[src/pkg/sss_consts.vh]
/*
  Constants of the safe stop sequencer: register offsets, field
  positions, reset values and timing figures.
  Assumes a 250 MHz mclk and byte addresses on an AXI4-Lite bus.
*/
`ifndef SSS_CONSTS_VH
`define SSS_CONSTS_VH

// Register byte offsets
`define SSS_REG_CTRL 8'h00
`define SSS_REG_TIME_STOP_DELAY 8'h04
`define SSS_REG_ZERO_EXTRA_DELAY 8'h08
`define SSS_REG_ZERO_NO_ENC 8'h0C
`define SSS_REG_ZERO_ENC 8'h10
`define SSS_REG_BRAKE_THRESHOLD 8'h14
`define SSS_REG_BRAKE_TORQUE_DELAY 8'h18
`define SSS_REG_BRAKE_STANDSTILL 8'h1C
`define SSS_REG_STATUS 8'h20
`define SSS_REG_FAULT 8'h24

// Control register fields
`define SSS_CTRL_VER_LSB 0
`define SSS_CTRL_VER_MSB 1
`define SSS_CTRL_VARIANT 2
`define SSS_CTRL_AUTO_ACK 3
`define SSS_CTRL_FB_NC 4
`define SSS_CTRL_DIAG_A 5
`define SSS_CTRL_DIAG_B 6
`define SSS_CTRL_ENCODER 7
`define SSS_CTRL_FAULT_REACT 8
`define SSS_CTRL_ACK 9

// Fault register fields
`define SSS_FAULT_BRAKE 0
`define SSS_FAULT_MISMATCH 1

// Reset values
`define SSS_RST_CTRL 9'h178
`define SSS_RST_TIME_STOP_DELAY 16'h07D0
`define SSS_RST_ZERO_EXTRA_DELAY 16'h0000
`define SSS_RST_ZERO_NO_ENC 16'h005A
`define SSS_RST_ZERO_ENC 16'h005A
`define SSS_RST_BRAKE_THRESHOLD 16'h0000
`define SSS_RST_BRAKE_TORQUE_DELAY 16'h0000
`define SSS_RST_BRAKE_STANDSTILL 16'h04B0

// Timing
`define SSS_CLK_PERIOD_NS 4
`define SSS_TICK_PERIOD_NS 1000000
`define SSS_DIAG_PERIOD_MS 16'h0064
`define SSS_DIAG_PULSE_NS 1000
`define SSS_FB_FILTER_MS 16'h000A

`endif

[src/hdl/sss_pin_sync.v]
/*
  Three-stage synchroniser for a group of pins.
  Assumes pins are asynchronous to mclk; a change is accepted once the
  second and third stages agree.
*/
`timescale 1ns/1ns
`default_nettype none

module sss_pin_sync #(
  parameter W = 1,
  parameter [W-1:0] RESET_VAL = {W{1'b0}}
) (
  // Clock and reset
  input wire mclk,
  input wire rst_n,
  // Pins and clean levels
  input wire [W-1:0] pin,
  output reg [W-1:0] level
);

  reg [W-1:0] s1;
  reg [W-1:0] s2;
  reg [W-1:0] s3;

  genvar i;
  generate
    for (i = 0; i < W; i = i + 1) begin : g_bit
      always @(posedge mclk) begin
        if (!rst_n) begin
          s1[i] <= RESET_VAL[i];
          s2[i] <= RESET_VAL[i];
          s3[i] <= RESET_VAL[i];
          level[i] <= RESET_VAL[i];
        end else begin
          s1[i] <= pin[i];
          s2[i] <= s1[i];
          s3[i] <= s2[i];
          if (s2[i] == s3[i]) begin
            level[i] <= s3[i];
          end
        end
      end
    end
  endgenerate

endmodule

`default_nettype wire

[src/hdl/sss_top.v]
/*
  Safe stop sequencer: emergency ramp, timed or speed triggered torque
  removal, redundant pulse-tested brake with feedback check, AXI4-Lite
  registers.
  Assumes motor_speed and monitor_limit_hit come from logic on mclk;
  stop and feedback inputs are pins.
*/
// Functional notes
// RULE_01 - Stop sequence runs only when the enable version is active.
// RULE_02 - Variant bit picks time-monitored or ramp-monitored stop.
// RULE_03 - Every stop request while enabled commands the emergency deceleration ramp.
// RULE_04 - Time variant removes torque once the stop delay elapses.
// RULE_05 - Speed below zero-speed limit completes stop and removes torque.
// RULE_06 - Separate zero limits with and without encoder; use the matching.
// RULE_07 - Extra delay, possibly zero, after speed limit before torque off.
// RULE_08 - Brake speed threshold of zero disables speed-triggered brake.
// RULE_09 - Below brake threshold the brake engages and torque is removed.
// RULE_10 - Zero brake delay drives brake and torque removal together.
// RULE_11 - Without encoder, braked stop completes after standstill time.
// RULE_12 - Brake drives two redundant outputs with test pulses.
// RULE_13 - Brake feedback disagreement is a fault removing torque.
// RULE_14 - Linked NC feedback reads inverse of the relay command.
// RULE_15 - Stop request arrives as a redundant pair of inputs.
// RULE_16 - Automatic acknowledge needs no external acknowledge.
// RULE_17 - One single-channel output shows the stop function state.
// RULE_18 - Brake enable carries to emergency stop, not to torque-off.
// RULE_19 - Monitoring limit violation removes torque immediately.
// RULE_20 - Speed-triggered brake delay is negative: brake first.
// RULE_21 - Positive brake delay engages brake after torque removal.
// RULE_22 - Delays timed by millisecond counter, cleared per new sequence.
// RULE_23 - Disagreeing stop channels count as a stop request.
`timescale 1ns/1ns
`default_nettype none
`include "sss_consts.vh"

module sss_top #(
  parameter MS_TICK_CYCLES = `SSS_TICK_PERIOD_NS / `SSS_CLK_PERIOD_NS
) (
  // Clock and reset
  input wire mclk,
  input wire rst_n,
  // AXI4-Lite slave
  input wire [7:0] s_axi_awaddr,
  input wire s_axi_awvalid,
  output reg s_axi_awready,
  input wire [31:0] s_axi_wdata,
  input wire [3:0] s_axi_wstrb,
  input wire s_axi_wvalid,
  output reg s_axi_wready,
  output reg [1:0] s_axi_bresp,
  output reg s_axi_bvalid,
  input wire s_axi_bready,
  input wire [7:0] s_axi_araddr,
  input wire s_axi_arvalid,
  output reg s_axi_arready,
  output reg [31:0] s_axi_rdata,
  output reg [1:0] s_axi_rresp,
  output reg s_axi_rvalid,
  input wire s_axi_rready,
  // Pins: stop pair (low = stop) and brake feedback
  input wire stop_request_input_a,
  input wire stop_request_input_b,
  input wire relay_feedback_input,
  // Drive side
  input wire [15:0] motor_speed,
  input wire monitor_limit_hit,
  output reg emergency_decel_ramp,
  output reg torque_removal,
  output reg emergency_stop_brake_enable,
  // Brake relay and state output
  output reg brake_out_a,
  output reg brake_out_b,
  output reg stop_state_output
);

  localparam [2:0] S_IDLE = 3'h0;
  localparam [2:0] S_RAMP = 3'h1;
  localparam [2:0] S_EXTRA = 3'h2;
  localparam [2:0] S_LEAD = 3'h3;
  localparam [2:0] S_OFF = 3'h4;
  localparam [31:0] TICK_LAST_W = MS_TICK_CYCLES - 1;
  localparam [19:0] TICK_LAST = TICK_LAST_W[19:0];
  localparam [31:0] PULSE_CYC_W =
    (`SSS_DIAG_PULSE_NS + `SSS_CLK_PERIOD_NS - 1) / `SSS_CLK_PERIOD_NS;
  localparam [8:0] PULSE_CYC = PULSE_CYC_W[8:0];
  localparam [15:0] DIAG_HALF = `SSS_DIAG_PERIOD_MS >> 1;

  // Registers
  reg [9:0] ctrl;
  reg [15:0] time_stop_delay;
  reg [15:0] zero_speed_extra_delay;
  reg [15:0] zero_speed_no_encoder;
  reg [15:0] zero_speed_encoder;
  reg [15:0] brake_speed_threshold;
  reg [15:0] brake_torque_delay;
  reg [15:0] brake_time_to_standstill;
  reg brake_fault;
  reg chan_mismatch;
  reg ack_pulse;

  // Sequencer state
  reg [2:0] state;
  reg [15:0] seq_ms;
  reg [15:0] brake_ms;
  reg [15:0] fb_ms;
  reg [15:0] diag_ms;
  reg [19:0] tick_cnt;
  reg tick;
  reg [8:0] pulse_left;
  reg pulse_b;
  reg brake_cmd;
  reg complete;
  reg acked;

  // Synchronised pins
  wire [2:0] pins_s;
  sss_pin_sync #(.W(3), .RESET_VAL(3'h7)) u_sync (
    .mclk(mclk),
    .rst_n(rst_n),
    .pin({relay_feedback_input, stop_request_input_b, stop_request_input_a}),
    .level(pins_s)
  );

  wire stop_req = ~pins_s[0] | ~pins_s[1]; // RULE_15 RULE_23
  wire enabled = |ctrl[`SSS_CTRL_VER_MSB:`SSS_CTRL_VER_LSB]; // RULE_01
  wire ramp_variant = ctrl[`SSS_CTRL_VARIANT]; // RULE_02
  wire enc_used = ctrl[`SSS_CTRL_ENCODER];
  wire brake_en = |brake_speed_threshold; // RULE_08
  wire [15:0] zero_lim = enc_used ? zero_speed_encoder
                                  : zero_speed_no_encoder; // RULE_06
  wire below_zero = motor_speed < zero_lim; // RULE_05
  wire below_brake = brake_en & (motor_speed < brake_speed_threshold);
  wire trig = brake_en ? below_brake : below_zero; // RULE_09
  wire dly_neg = brake_torque_delay[15];
  wire [15:0] dly_mag = dly_neg ? (16'h0000 - brake_torque_delay)
                                : brake_torque_delay;
  wire relay_on = ~brake_cmd;
  wire fb_expect = ctrl[`SSS_CTRL_FB_NC] ? ~relay_on : relay_on; // RULE_14
  wire fb_bad = pins_s[2] != fb_expect;
  wire forced_off = brake_fault & ctrl[`SSS_CTRL_FAULT_REACT];

  // Millisecond tick
  always @(posedge mclk) begin
    if (!rst_n) begin
      tick_cnt <= 20'h00000;
      tick <= 1'b0;
    end else begin
      tick <= (tick_cnt == TICK_LAST);
      tick_cnt <= (tick_cnt == TICK_LAST) ? 20'h00000 : tick_cnt + 20'h00001;
    end
  end

  // Stop sequence
  always @(posedge mclk) begin
    if (!rst_n) begin
      state <= S_IDLE;
      seq_ms <= 16'h0000;
      brake_ms <= 16'h0000;
      brake_cmd <= 1'b0;
      complete <= 1'b0;
      acked <= 1'b0;
    end else begin
      if (tick && seq_ms != 16'hFFFF) begin
        seq_ms <= seq_ms + 16'h0001;
      end
      if (tick && brake_cmd && brake_ms != 16'hFFFF) begin
        brake_ms <= brake_ms + 16'h0001;
      end
      case (state)
        S_IDLE: begin
          if (stop_req && enabled) begin // RULE_01
            state <= S_RAMP;
            seq_ms <= 16'h0000; // RULE_22
            brake_ms <= 16'h0000;
            complete <= 1'b0;
            acked <= 1'b0;
          end
        end
        S_RAMP: begin
          if (monitor_limit_hit ||
              (!ramp_variant && seq_ms >= time_stop_delay)) begin // RULE_04
            state <= S_OFF; // RULE_19
            seq_ms <= 16'h0000;
            if (brake_en && (dly_neg || dly_mag == 16'h0000)) begin
              brake_cmd <= 1'b1;
            end
          end else if (trig) begin
            state <= S_EXTRA;
            seq_ms <= 16'h0000;
          end
        end
        S_EXTRA: begin
          if (monitor_limit_hit) begin
            state <= S_OFF; // RULE_19
            seq_ms <= 16'h0000;
          end else if (seq_ms >= zero_speed_extra_delay) begin // RULE_07
            seq_ms <= 16'h0000;
            if (brake_en && (dly_neg || dly_mag == 16'h0000)) begin
              brake_cmd <= 1'b1; // RULE_09 RULE_20
            end
            if (brake_en && dly_neg && dly_mag != 16'h0000) begin
              state <= S_LEAD; // RULE_20
            end else begin
              state <= S_OFF; // RULE_10
            end
          end
        end
        S_LEAD: begin
          if (monitor_limit_hit || seq_ms >= dly_mag) begin
            state <= S_OFF;
            seq_ms <= 16'h0000;
          end
        end
        S_OFF: begin
          if (brake_en && !brake_cmd && !dly_neg && seq_ms >= dly_mag) begin
            brake_cmd <= 1'b1; // RULE_21
          end
          if (!enc_used && brake_cmd) begin
            complete <= brake_ms >= brake_time_to_standstill; // RULE_11
          end else begin
            complete <= below_zero; // RULE_05
          end
          if (complete && (ctrl[`SSS_CTRL_AUTO_ACK] || ack_pulse)) begin
            acked <= 1'b1; // RULE_16
          end
          if (acked && !stop_req) begin
            state <= S_IDLE;
            brake_cmd <= 1'b0;
            complete <= 1'b0;
            acked <= 1'b0;
          end
        end
        default: begin
          state <= S_OFF;
        end
      endcase
    end
  end

  // Brake test pulses and feedback check
  always @(posedge mclk) begin
    if (!rst_n) begin
      diag_ms <= 16'h0000;
      pulse_left <= 9'h000;
      pulse_b <= 1'b0;
      fb_ms <= 16'h0000;
    end else begin
      if (tick) begin
        diag_ms <= (diag_ms == `SSS_DIAG_PERIOD_MS - 16'h0001) ? 16'h0000
                   : diag_ms + 16'h0001;
      end
      if (tick && (diag_ms == 16'h0000 || diag_ms == DIAG_HALF)) begin
        pulse_left <= PULSE_CYC;
        pulse_b <= (diag_ms == DIAG_HALF);
      end else if (pulse_left != 9'h000) begin
        pulse_left <= pulse_left - 9'h001;
      end
      if (!fb_bad) begin
        fb_ms <= 16'h0000;
      end else if (tick && fb_ms != 16'hFFFF) begin
        fb_ms <= fb_ms + 16'h0001;
      end
    end
  end

  // Registered outputs
  always @(posedge mclk) begin
    if (!rst_n) begin
      emergency_decel_ramp <= 1'b0;
      torque_removal <= 1'b0;
      emergency_stop_brake_enable <= 1'b0;
      brake_out_a <= 1'b0;
      brake_out_b <= 1'b0;
      stop_state_output <= 1'b0;
    end else begin
      emergency_decel_ramp <= state != S_IDLE; // RULE_03
      torque_removal <= (state == S_OFF) | forced_off; // RULE_13
      emergency_stop_brake_enable <= brake_en; // RULE_18
      brake_out_a <= relay_on & ~(ctrl[`SSS_CTRL_DIAG_A] &
                     (pulse_left != 9'h000) & ~pulse_b); // RULE_12
      brake_out_b <= relay_on & ~(ctrl[`SSS_CTRL_DIAG_B] &
                     (pulse_left != 9'h000) & pulse_b); // RULE_12
      stop_state_output <= state != S_IDLE; // RULE_17
    end
  end

  // AXI4-Lite write path
  reg aw_full;
  reg w_full;
  reg [7:0] aw_addr;
  reg [31:0] w_data;
  reg [3:0] w_strb;
  wire aw_take = s_axi_awvalid & s_axi_awready;
  wire w_take = s_axi_wvalid & s_axi_wready;
  wire do_write = aw_full & w_full & ~s_axi_bvalid;
  wire aw_full_next = do_write ? 1'b0 : (aw_full | aw_take);
  wire w_full_next = do_write ? 1'b0 : (w_full | w_take);
  wire [31:0] wmask = {{8{w_strb[3]}}, {8{w_strb[2]}},
                       {8{w_strb[1]}}, {8{w_strb[0]}}};
  wire [31:0] wbits = w_data & wmask;
  wire wr_fault = do_write && aw_addr == `SSS_REG_FAULT;
  wire wr_hit = aw_addr <= `SSS_REG_FAULT && aw_addr[1:0] == 2'h0;

  function [15:0] merge16;
    input [15:0] old;
    input [31:0] data;
    input [3:0] strb;
    begin
      merge16 = {strb[1] ? data[15:8] : old[15:8],
                 strb[0] ? data[7:0] : old[7:0]};
    end
  endfunction

  wire [15:0] ctrl_merged = merge16({7'h00, ctrl[8:0]}, w_data, w_strb);

  always @(posedge mclk) begin
    if (!rst_n) begin
      aw_full <= 1'b0;
      w_full <= 1'b0;
      aw_addr <= 8'h00;
      w_data <= 32'h00000000;
      w_strb <= 4'h0;
      s_axi_awready <= 1'b0;
      s_axi_wready <= 1'b0;
      s_axi_bvalid <= 1'b0;
      s_axi_bresp <= 2'h0;
      ctrl <= {1'b0, `SSS_RST_CTRL};
      time_stop_delay <= `SSS_RST_TIME_STOP_DELAY;
      zero_speed_extra_delay <= `SSS_RST_ZERO_EXTRA_DELAY;
      zero_speed_no_encoder <= `SSS_RST_ZERO_NO_ENC;
      zero_speed_encoder <= `SSS_RST_ZERO_ENC;
      brake_speed_threshold <= `SSS_RST_BRAKE_THRESHOLD;
      brake_torque_delay <= `SSS_RST_BRAKE_TORQUE_DELAY;
      brake_time_to_standstill <= `SSS_RST_BRAKE_STANDSTILL;
      ack_pulse <= 1'b0;
    end else begin
      aw_full <= aw_full_next;
      w_full <= w_full_next;
      s_axi_awready <= ~aw_full_next;
      s_axi_wready <= ~w_full_next;
      if (aw_take) begin
        aw_addr <= s_axi_awaddr;
      end
      if (w_take) begin
        w_data <= s_axi_wdata;
        w_strb <= s_axi_wstrb;
      end
      ack_pulse <= do_write && aw_addr == `SSS_REG_CTRL &&
                   wbits[`SSS_CTRL_ACK];
      if (do_write) begin
        s_axi_bvalid <= 1'b1;
        s_axi_bresp <= wr_hit ? 2'h0 : 2'h2;
        case (aw_addr)
          `SSS_REG_CTRL: ctrl[8:0] <= ctrl_merged[8:0];
          `SSS_REG_TIME_STOP_DELAY: time_stop_delay <=
            merge16(time_stop_delay, w_data, w_strb);
          `SSS_REG_ZERO_EXTRA_DELAY: zero_speed_extra_delay <=
            merge16(zero_speed_extra_delay, w_data, w_strb);
          `SSS_REG_ZERO_NO_ENC: zero_speed_no_encoder <=
            merge16(zero_speed_no_encoder, w_data, w_strb);
          `SSS_REG_ZERO_ENC: zero_speed_encoder <=
            merge16(zero_speed_encoder, w_data, w_strb);
          `SSS_REG_BRAKE_THRESHOLD: brake_speed_threshold <=
            merge16(brake_speed_threshold, w_data, w_strb);
          `SSS_REG_BRAKE_TORQUE_DELAY: brake_torque_delay <=
            merge16(brake_torque_delay, w_data, w_strb);
          `SSS_REG_BRAKE_STANDSTILL: brake_time_to_standstill <=
            merge16(brake_time_to_standstill, w_data, w_strb);
          default: ctrl[9] <= 1'b0;
        endcase
      end else if (s_axi_bvalid && s_axi_bready) begin
        s_axi_bvalid <= 1'b0;
      end
    end
  end

  // Sticky faults, set wins over write-one-to-clear
  always @(posedge mclk) begin
    if (!rst_n) begin
      brake_fault <= 1'b0;
      chan_mismatch <= 1'b0;
    end else begin
      brake_fault <= (fb_ms >= `SSS_FB_FILTER_MS) | (brake_fault & // RULE_13
        ~(wr_fault & wbits[`SSS_FAULT_BRAKE]));
      chan_mismatch <= (pins_s[0] != pins_s[1]) | (chan_mismatch & // RULE_23
        ~(wr_fault & wbits[`SSS_FAULT_MISMATCH]));
    end
  end

  // AXI4-Lite read path
  reg [31:0] rd_mux;
  always @* begin
    rd_mux = 32'h00000000;
    case (s_axi_araddr)
      `SSS_REG_CTRL: rd_mux = {23'h000000, ctrl[8:0]};
      `SSS_REG_TIME_STOP_DELAY: rd_mux = {16'h0000, time_stop_delay};
      `SSS_REG_ZERO_EXTRA_DELAY: rd_mux = {16'h0000, zero_speed_extra_delay};
      `SSS_REG_ZERO_NO_ENC: rd_mux = {16'h0000, zero_speed_no_encoder};
      `SSS_REG_ZERO_ENC: rd_mux = {16'h0000, zero_speed_encoder};
      `SSS_REG_BRAKE_THRESHOLD: rd_mux = {16'h0000, brake_speed_threshold};
      `SSS_REG_BRAKE_TORQUE_DELAY: rd_mux = {16'h0000, brake_torque_delay};
      `SSS_REG_BRAKE_STANDSTILL: rd_mux = {16'h0000,
                                           brake_time_to_standstill};
      `SSS_REG_STATUS: rd_mux = {23'h000000, stop_req, acked, complete,
                                 emergency_decel_ramp, brake_cmd,
                                 torque_removal, state};
      `SSS_REG_FAULT: rd_mux = {30'h00000000, chan_mismatch, brake_fault};
      default: rd_mux = 32'h00000000;
    endcase
  end

  wire rd_hit = s_axi_araddr <= `SSS_REG_FAULT && s_axi_araddr[1:0] == 2'h0;

  always @(posedge mclk) begin
    if (!rst_n) begin
      s_axi_arready <= 1'b0;
      s_axi_rvalid <= 1'b0;
      s_axi_rdata <= 32'h00000000;
      s_axi_rresp <= 2'h0;
    end else if (s_axi_arvalid && s_axi_arready) begin
      s_axi_arready <= 1'b0;
      s_axi_rvalid <= 1'b1;
      s_axi_rdata <= rd_mux;
      s_axi_rresp <= rd_hit ? 2'h0 : 2'h2;
    end else if (s_axi_rvalid && s_axi_rready) begin
      s_axi_rvalid <= 1'b0;
      s_axi_arready <= 1'b1;
    end else if (!s_axi_rvalid) begin
      s_axi_arready <= 1'b1;
    end
  end

endmodule

`default_nettype wire

[config.mk]
export PLATFORM = sky130hd
export DESIGN_NAME = sss_top
export DESIGN_NICKNAME = d
export VERILOG_FILES = /design/src/hdl/sss_pin_sync.v /design/src/hdl/sss_top.v
export VERILOG_INCLUDE_DIRS = /design/src /design/src/pkg
export SDC_FILE = /design/constraint.sdc
export NUM_CORES = 1
export LEC_CHECK = 0
export BUFFER_PORTS_ARGS = -buffer_cell sky130_fd_sc_hd__buf_4
export CAP_MARGIN = 20
export CORE_AREA = 2 2 191 193
export CTS_CLUSTER_DIAMETER = 100
export DETAILED_ROUTE_END_ITERATION = 8
export DIE_AREA = 0 0 193 195
export GPL_TIMING_DRIVEN = 1
export PLACE_DENSITY_LB_ADDON = 0.1
export SLEW_MARGIN = 30
export SYNTH_ARGS = -nofsm -noshare
export SYNTH_HDL_FRONTEND = slang
export SYNTH_SLANG_ARGS = --single-unit
export TNS_END_PERCENT = 50
[constraint.sdc]
create_clock -name mclk -period 3.8 [get_ports mclk]
set_input_delay 1.14 -clock mclk [delete_from_list [all_inputs] [get_ports mclk]]
set_output_delay 1.14 -clock mclk [all_outputs]
set_load 0.02 [all_outputs]
# Yosys cells after proc, flatten, opt, wreduce, memory -nomap -nowiden
# Index checks and enable logic that the tools add are counted.
# Widths: inputs -> output; s select.
op_classes:
  n_reduce_logical: 75
  n_bitwise: 35
  n_eq_ne: 43
  order_cmp: 9
  n_addsub: 7
  n_mux: 52
op_table:
  columns: ["cell", "count"]
  rows:
  - ["$mux 16", 13]
  - ["$pmux 16 s10", 1]
  - ["$add 16x1->16 const B", 4]
  - ["$eq 8x5->1 const B", 8]
  - ["$ge 16x16->1", 4]
  - ["$pmux 16 s4", 1]
  - ["$reduce_and 3->1", 17]
  - ["$ne 16x16->1 const B", 3]
  - ["$eq 8x4->1 const B", 4]
  - ["$logic_not 16->1", 2]
  - ["$lt 16x16->1", 2]
  - ["$eq 8x6->1 const B", 3]
  - ["$logic_and 1x1->1", 24]
  - ["$mux 3", 8]
  - ["$mux 1", 21]
  - ["$add 20x1->20 const B", 1]
  - ["$eq 20x18->1 const B", 1]
  - ["$and 1x1->1", 16]
  - ["$eq 16x6->1 const B", 1]
  - ["$eq 16x7->1 const B", 1]
  - ["$eq 8x3->1 const B", 2]
  - ["$ge 16x4->1 const B", 1]
  - ["$le 8x6->1 const B", 2]
  - ["$logic_not 8->1", 2]
  - ["other kinds (30)", 79]
word_totals:
  output_inout_bits: 47
  inputBits: 79
  reg_bits: 311
  word_cells: 283

# Logic depth before layout (Yosys ltp)
logic_depth:
  word_depth: 9
  depth_mapped: 16
  mapped_depth_nobuf: 15

# Hierarchy
# From an unflattened synthesis, not the netlist that was laid out.
unflattened:
  cells_unflattened: 1827
  area_unflattened_um2: 15303.4
modules_own_cells:
  columns: ["module", "seq_area_each_um2", "area_each_um2", "n_inst", "cells_each"]
  rows:
  - ["sss_top", 5625.4, 14940.6, 1, 1796]
  - ["sss_pin_sync", 240.2, 362.8, 1, 31]

# Least setup slack after synthesis
# OpenSTA, ideal clock, no wires.
synth_timing:
  kind: "register to register"
  from: "register brake_torque_delay[8]"
  to: "register seq_ms[0]"
  n_path_buf: 2
  stages_incl_launch_ff: 16
  setup_time_ns: 0.128
  t_required_ns: 3.672
  slack_ns: 0.210
  arrival_ns: 3.462
  period_less_slack_ns: 3.590
  path_cell_list: "dfxtp_1 > buf_6 > or4_4 > o41ai_1 > xnor2_1 > inv_1 > ha_1 > nand4_1 > a211oi_1 > a211oi_1 > o211ai_1 > o311ai_0 > a41oi_1 > a21bo_1 > clkbuf_1 > nor2_1"
synth_via:
  elab_chain_cells: 6
synth_lines:
  columns: ["item", "line", "source"]
  rows:
  - ["from (decl)", "sss_top.v:95", "reg [15:0] brake_torque_delay;"]
  - ["from (signal assigned)", "sss_top.v:333", "brake_torque_delay <= `SSS_RST_BRAKE_TORQUE_DELAY;"]
  - ["from (signal assigned)", "sss_top.v:365", "`SSS_REG_BRAKE_TORQUE_DELAY: brake_torque_delay <="]
  - ["$sub 1x16->16", "sss_top.v:135", "wire [15:0] dly_mag = dly_neg ? (16'h0000 - brake_torque_delay)"]
  - ["$mux 16 *", "sss_top.v:135", null]
  - ["$ge 16x16->1 *", "sss_top.v:209", "if (monitor_limit_hit || seq_ms >= dly_mag) begin"]
  - ["$logic_or 1x1->1 *", "sss_top.v:209", null]
  - ["$mux 16 *", "sss_top.v:209", null]
  - ["$pmux 16 s4 *", "sss_top.v:169", "case (state)"]
  - ["to (signal assigned)", "sss_top.v:164", "seq_ms <= seq_ms + 16'h0001;"]
  - ["to (decl)", "sss_top.v:103", "reg [15:0] seq_ms;"]
# Every way passes the cells marked *; elsewhere a longest branch is shown, timed or not.
# A chain may end at the register's enable or synchronous reset.

# Worst setup path after layout
layout_timing:
  from: "register ctrl[7]"
  to: "register seq_ms[1]"
layout_via:
  elab_chain_cells: 6
layout_lines:
  columns: ["item", "line", "source"]
  rows:
  - ["from (decl)", "sss_top.v:89", "reg [9:0] ctrl;"]
  - ["from (signal assigned)", "sss_top.v:327", "ctrl <= {1'b0, `SSS_RST_CTRL};"]
  - ["from (signal assigned)", "sss_top.v:354", "`SSS_REG_CTRL: ctrl[8:0] <= ctrl_merged[8:0];"]
  - ["$mux 16", "sss_top.v:129", "wire [15:0] zero_lim = enc_used ? zero_speed_encoder"]
  - ["$lt 16x16->1", "sss_top.v:131", "wire below_zero = motor_speed < zero_lim;"]
  - ["$mux 1", "sss_top.v:133", "wire trig = brake_en ? below_brake : below_zero;"]
  - ["$mux 16", "sss_top.v:187", "end else if (trig) begin"]
  - ["$mux 16", "sss_top.v:180", "if (monitor_limit_hit ||"]
  - ["$pmux 16 s4", "sss_top.v:169", null]
# No other way between the ends.

==> results.py <==
metrics = {
    "logic_synthesis": {
        "netlist_instances": 1788,
        "syn-cell-area_um2": 15450,
        "synth_top_family_by_area": "simple AND/OR/NAND/NOR gates",
        "async_flop_share": 0,
        "syn_avg_cell_area_um2": 8.642,
        "synthXorXnorAreaFrac": 0.04988,
        "muxShareOfSynthArea": 0.07328,
        "ys_warn_count": 0,
        "synth_edf_count": 0,
        "yosysSeqAreaShare": 0.3796,
        "synth_flop_cell": "dfxtp_1",
        "ys_types": 67,
        "synthSimpleGateAreaFrac": 0.2110,
        "synthAdderAreaFrac": 0.08583,
        "ys_ff_latch": 293,
        "synth-compound-area-share": 0.1462,
    },
    "critical_path": {
        "worstSetupStartpointType": "register",
        "critical_path.endpoint_type": "register",
        "cp.arrival_ps": 3990,
        "cp_max_fo": 16,
        "rr_worst_depth": 12,
        "crit_type": "register to register",
        "crit_required_ps": 4220,
    },
    "cts": {
        "cts_setup_buffers": 0,
        "h-tree-depth": 2,
        "path_clk_slew_ps": 60,
        "cts_root_buf": "clkbuf_16",
        "cts_sinks": 293,
        "cts_max_path_buffers": 3,
        "cts-buffers-inserted": 35,
        "cts_tree": "yes",
        "worstSkewPairLatency_ps": 550,
    },
    "power_and_ir_drop": {
        "power.density_nw_per_um2": 420.2,
        "ir_drop_v": 0.0004155,
        "leakagePower_uw": 0.007380,
    },
    "drt": {
        "wl_per_cell_um": 18.61,
        "drt_pass1_iterations": 8,
        "drt_iter0_drc": 1019,
        "vias": 13030,
        "ant_nets": 0,
        "wl_mm": 43.85,
        "drc": 0,
        "vias_per_cell": 5.528,
    },
    "die": {
        "core_area_um2": 35400,
        "num_io_pins": 126,
        "die_area_um2": 37640,
        "die_h_um": 195,
        "rows": 69,
        "start_util": 0.4366,
        "dieWidth_um": 193,
    },
    "timing": {
        "tightest_slew_ps": 878.0,
        "fmax_ghz": 0.2803,
        "setup_tns_ps": 0,
        "min_period_ps": 3568,
        "period_share": 0.9389,
        "rsz0062_at_grt": "false",
        "fin_ws_ps": 232.1,
        "slew_viol_final": 0,
        "slew_headroom": 0.4132,
        "finalHoldViolCount": 0,
        "fin_skew_ps": 27.35,
        "setup_viol": 0,
    },
    "global_route": {
        "grt_usage": 0.2341,
        "overflow": 0,
        "grt_pass1_vias": 12090,
        "antenna_found_initial": 1,
        "grt_max_degree": 69,
        "grt_pass1_wl_mm": 68.66,
    },
    "worst_hold_path": {
        "whs_path_depth": 1,
        "hold_path.class": "register to register",
    },
    "cells_and_area": {
        "seq_area_um2": 5867,
        "final_common_cell": "dfxtp_1",
        "antenna_cells": 0,
        "nFillCells": 3414,
        "final_cell_mix": "dfxtp_1, nand2_1, nor2_1, buf_4, mux2i_1",
        "areaGrowthSynthToFinish_pct": 15.80,
        "layout.nets": 2055,
        "final_cells": 2356,
        "drive_gt1_frac": 0.1108,
        "multi_input_area_um2": 8867,
    },
    "flow_run": {
        "drv_cap": 0,
    },
    "placed_design": {
        "post-dp-hpwl_mm": 32.81,
        "pre_cts_ws_ps": 183.8,
        "port_buffers": 89,
        "place_congestion": 0.8797,
        "dp_cells": 2294,
    },
    "run_status": {
        "status": "complete, no violations",
    },
}
[sequential cells by signal (all words and copies together), names as in the netlist, 2 cells and up]
| register | flops |
|---|---|
| u_sync.s1 | 3 |
| fb_ms | 16 |
| u_sync.level | 3 |
| diag_ms | 16 |
| w_strb | 2 |
| zero_speed_extra_delay | 16 |
| brake_ms | 16 |
| aw_addr | 8 |
| state | 3 |
| seq_ms | 16 |
| zero_speed_no_encoder | 16 |
| brake_speed_threshold | 16 |
| w_data | 16 |
| u_sync.s3 | 3 |
| zero_speed_encoder | 16 |
| pulse_left | 9 |
| s_axi_rdata | 16 |
| ctrl | 9 |
| brake_torque_delay | 16 |
| u_sync.s2 | 3 |
| brake_time_to_standstill | 16 |
| tick_cnt | 20 |
| time_stop_delay | 16 |
[cell families after synthesis]
family,count (synthesis)
and+or+nand+nor,667
AOI/OAI and AO/OA,321
DFF,293
buffers and inverters,199
muxes,113
adders and majority gates,106
xor gates and xnor gates,88
other,1
[metrics by stage]
stage / util / power [uW] / area (um2) / hold slack [ps]
2_1_floorplan: - / 3790 / 15520 / 386.3
3_3_place_gp: 0.4707 / 4047 / 16660 / 391.3
3_5_place_dp: 0.4707 / 4056 / 16660 / 396.9
4_1_cts: 0.5048 / 7597 / 17870 / 410.2
5_1_grt: 0.5055 / 7824 / 17890 / 417.1
6_report: 0.5055 / 7518 / 17890 / 408.0
[layout make-up]
cell class	count	share of cell area
clock buffer	52	0.05881
inverter	91	0.01909
tap	461	0.03224
clock inverter	10	0.008671
timing repair buffer	136	0.05776
multi-input combinational	1313	0.4956
sequential	293	0.3279
[routing by layer]
layer | vias up | GRT usage | routed length, um
li1 | 6439 | - | -
met1 | 6187 | 0.3309 | 20730
met2 | 336 | 0.3660 | 19720
met3 | 61 | 0.03792 | 2391
met4 | 2 | 0.06874 | 1000
met5 | - | 0 | 13
[worst max-delay path: stages, from the launching register on]
cell and delay [ps]:
dfxtp_1 790, buf_4 270, mux2i_1 310, ha_1 290, o21ai_0 170, a211oi_1 100
a211oi_1 320, o21ai_0 220, or2_2 320, a41oi_1 260, a21bo_1 190, buf_12 150
nor2_1 50
[path summary, 6_finish.rpt]
check	startpoint	to	slack (ps)
worst max-delay path	ctrl[7]$_SDFFE_PN0P_	seq_ms[1]$_SDFF_PN0_	230
worst min-delay path	u_sync.s1[2]$_SDFF_PN1_	u_sync.s2[2]$_SDFF_PN1_	410
worst max register to register	ctrl[7]$_SDFFE_PN0P_	seq_ms[1]$_SDFF_PN0_	230
worst min register to register	u_sync.s1[2]$_SDFF_PN1_	u_sync.s2[2]$_SDFF_PN1_	410
[synthesized netlist by cell type (6+ instances only)]
| cell type | number | area [um2] |
|---|---|---|
| a211oi_1 | 16 | 120.1 |
| a21boi_0 | 66 | 495.5 |
| a21o_1 | 21 | 157.7 |
| a21oi_1 | 43 | 215.2 |
| a221oi_1 | 15 | 131.4 |
| a222oi_1 | 14 | 140.1 |
| a22oi_1 | 30 | 225.2 |
| a31oi_1 | 15 | 93.84 |
| and3_1 | 15 | 93.84 |
| and4_1 | 8 | 70.07 |
| buf_4 | 20 | 150.1 |
| clkbuf_1 | 82 | 307.8 |
| dfxtp_1 | 293 | 5866 |
| ha_1 | 106 | 1326 |
| inv_1 | 90 | 337.8 |
| mux2i_1 | 112 | 1121 |
| nand2_1 | 196 | 735.7 |
| nand2b_1 | 19 | 118.9 |
| nand3_1 | 94 | 470.5 |
| nand4_1 | 32 | 200.2 |
| nor2_1 | 145 | 544.3 |
| nor2b_1 | 78 | 488.0 |
| nor3_1 | 18 | 90.09 |
| nor4_1 | 19 | 118.9 |
| o211ai_1 | 6 | 45.04 |
| o21ai_0 | 53 | 265.3 |
| or3_1 | 14 | 87.58 |
| xnor2_1 | 40 | 350.3 |
| xor2_1 | 48 | 420.4 |
[power by group]
part	switching [uW]	internal, uW
clock	1380	2140
combinational	406	304
sequential	129	3160
[timing repair]
item / in CTS / in global routing
endpoints found under the hold margin: 0 / 0
resized for setup: 0 / 5
setup endpoints to repair: 0 / 17
hold buffers: 0 / 0
Power figures use the tool's default switching activity.
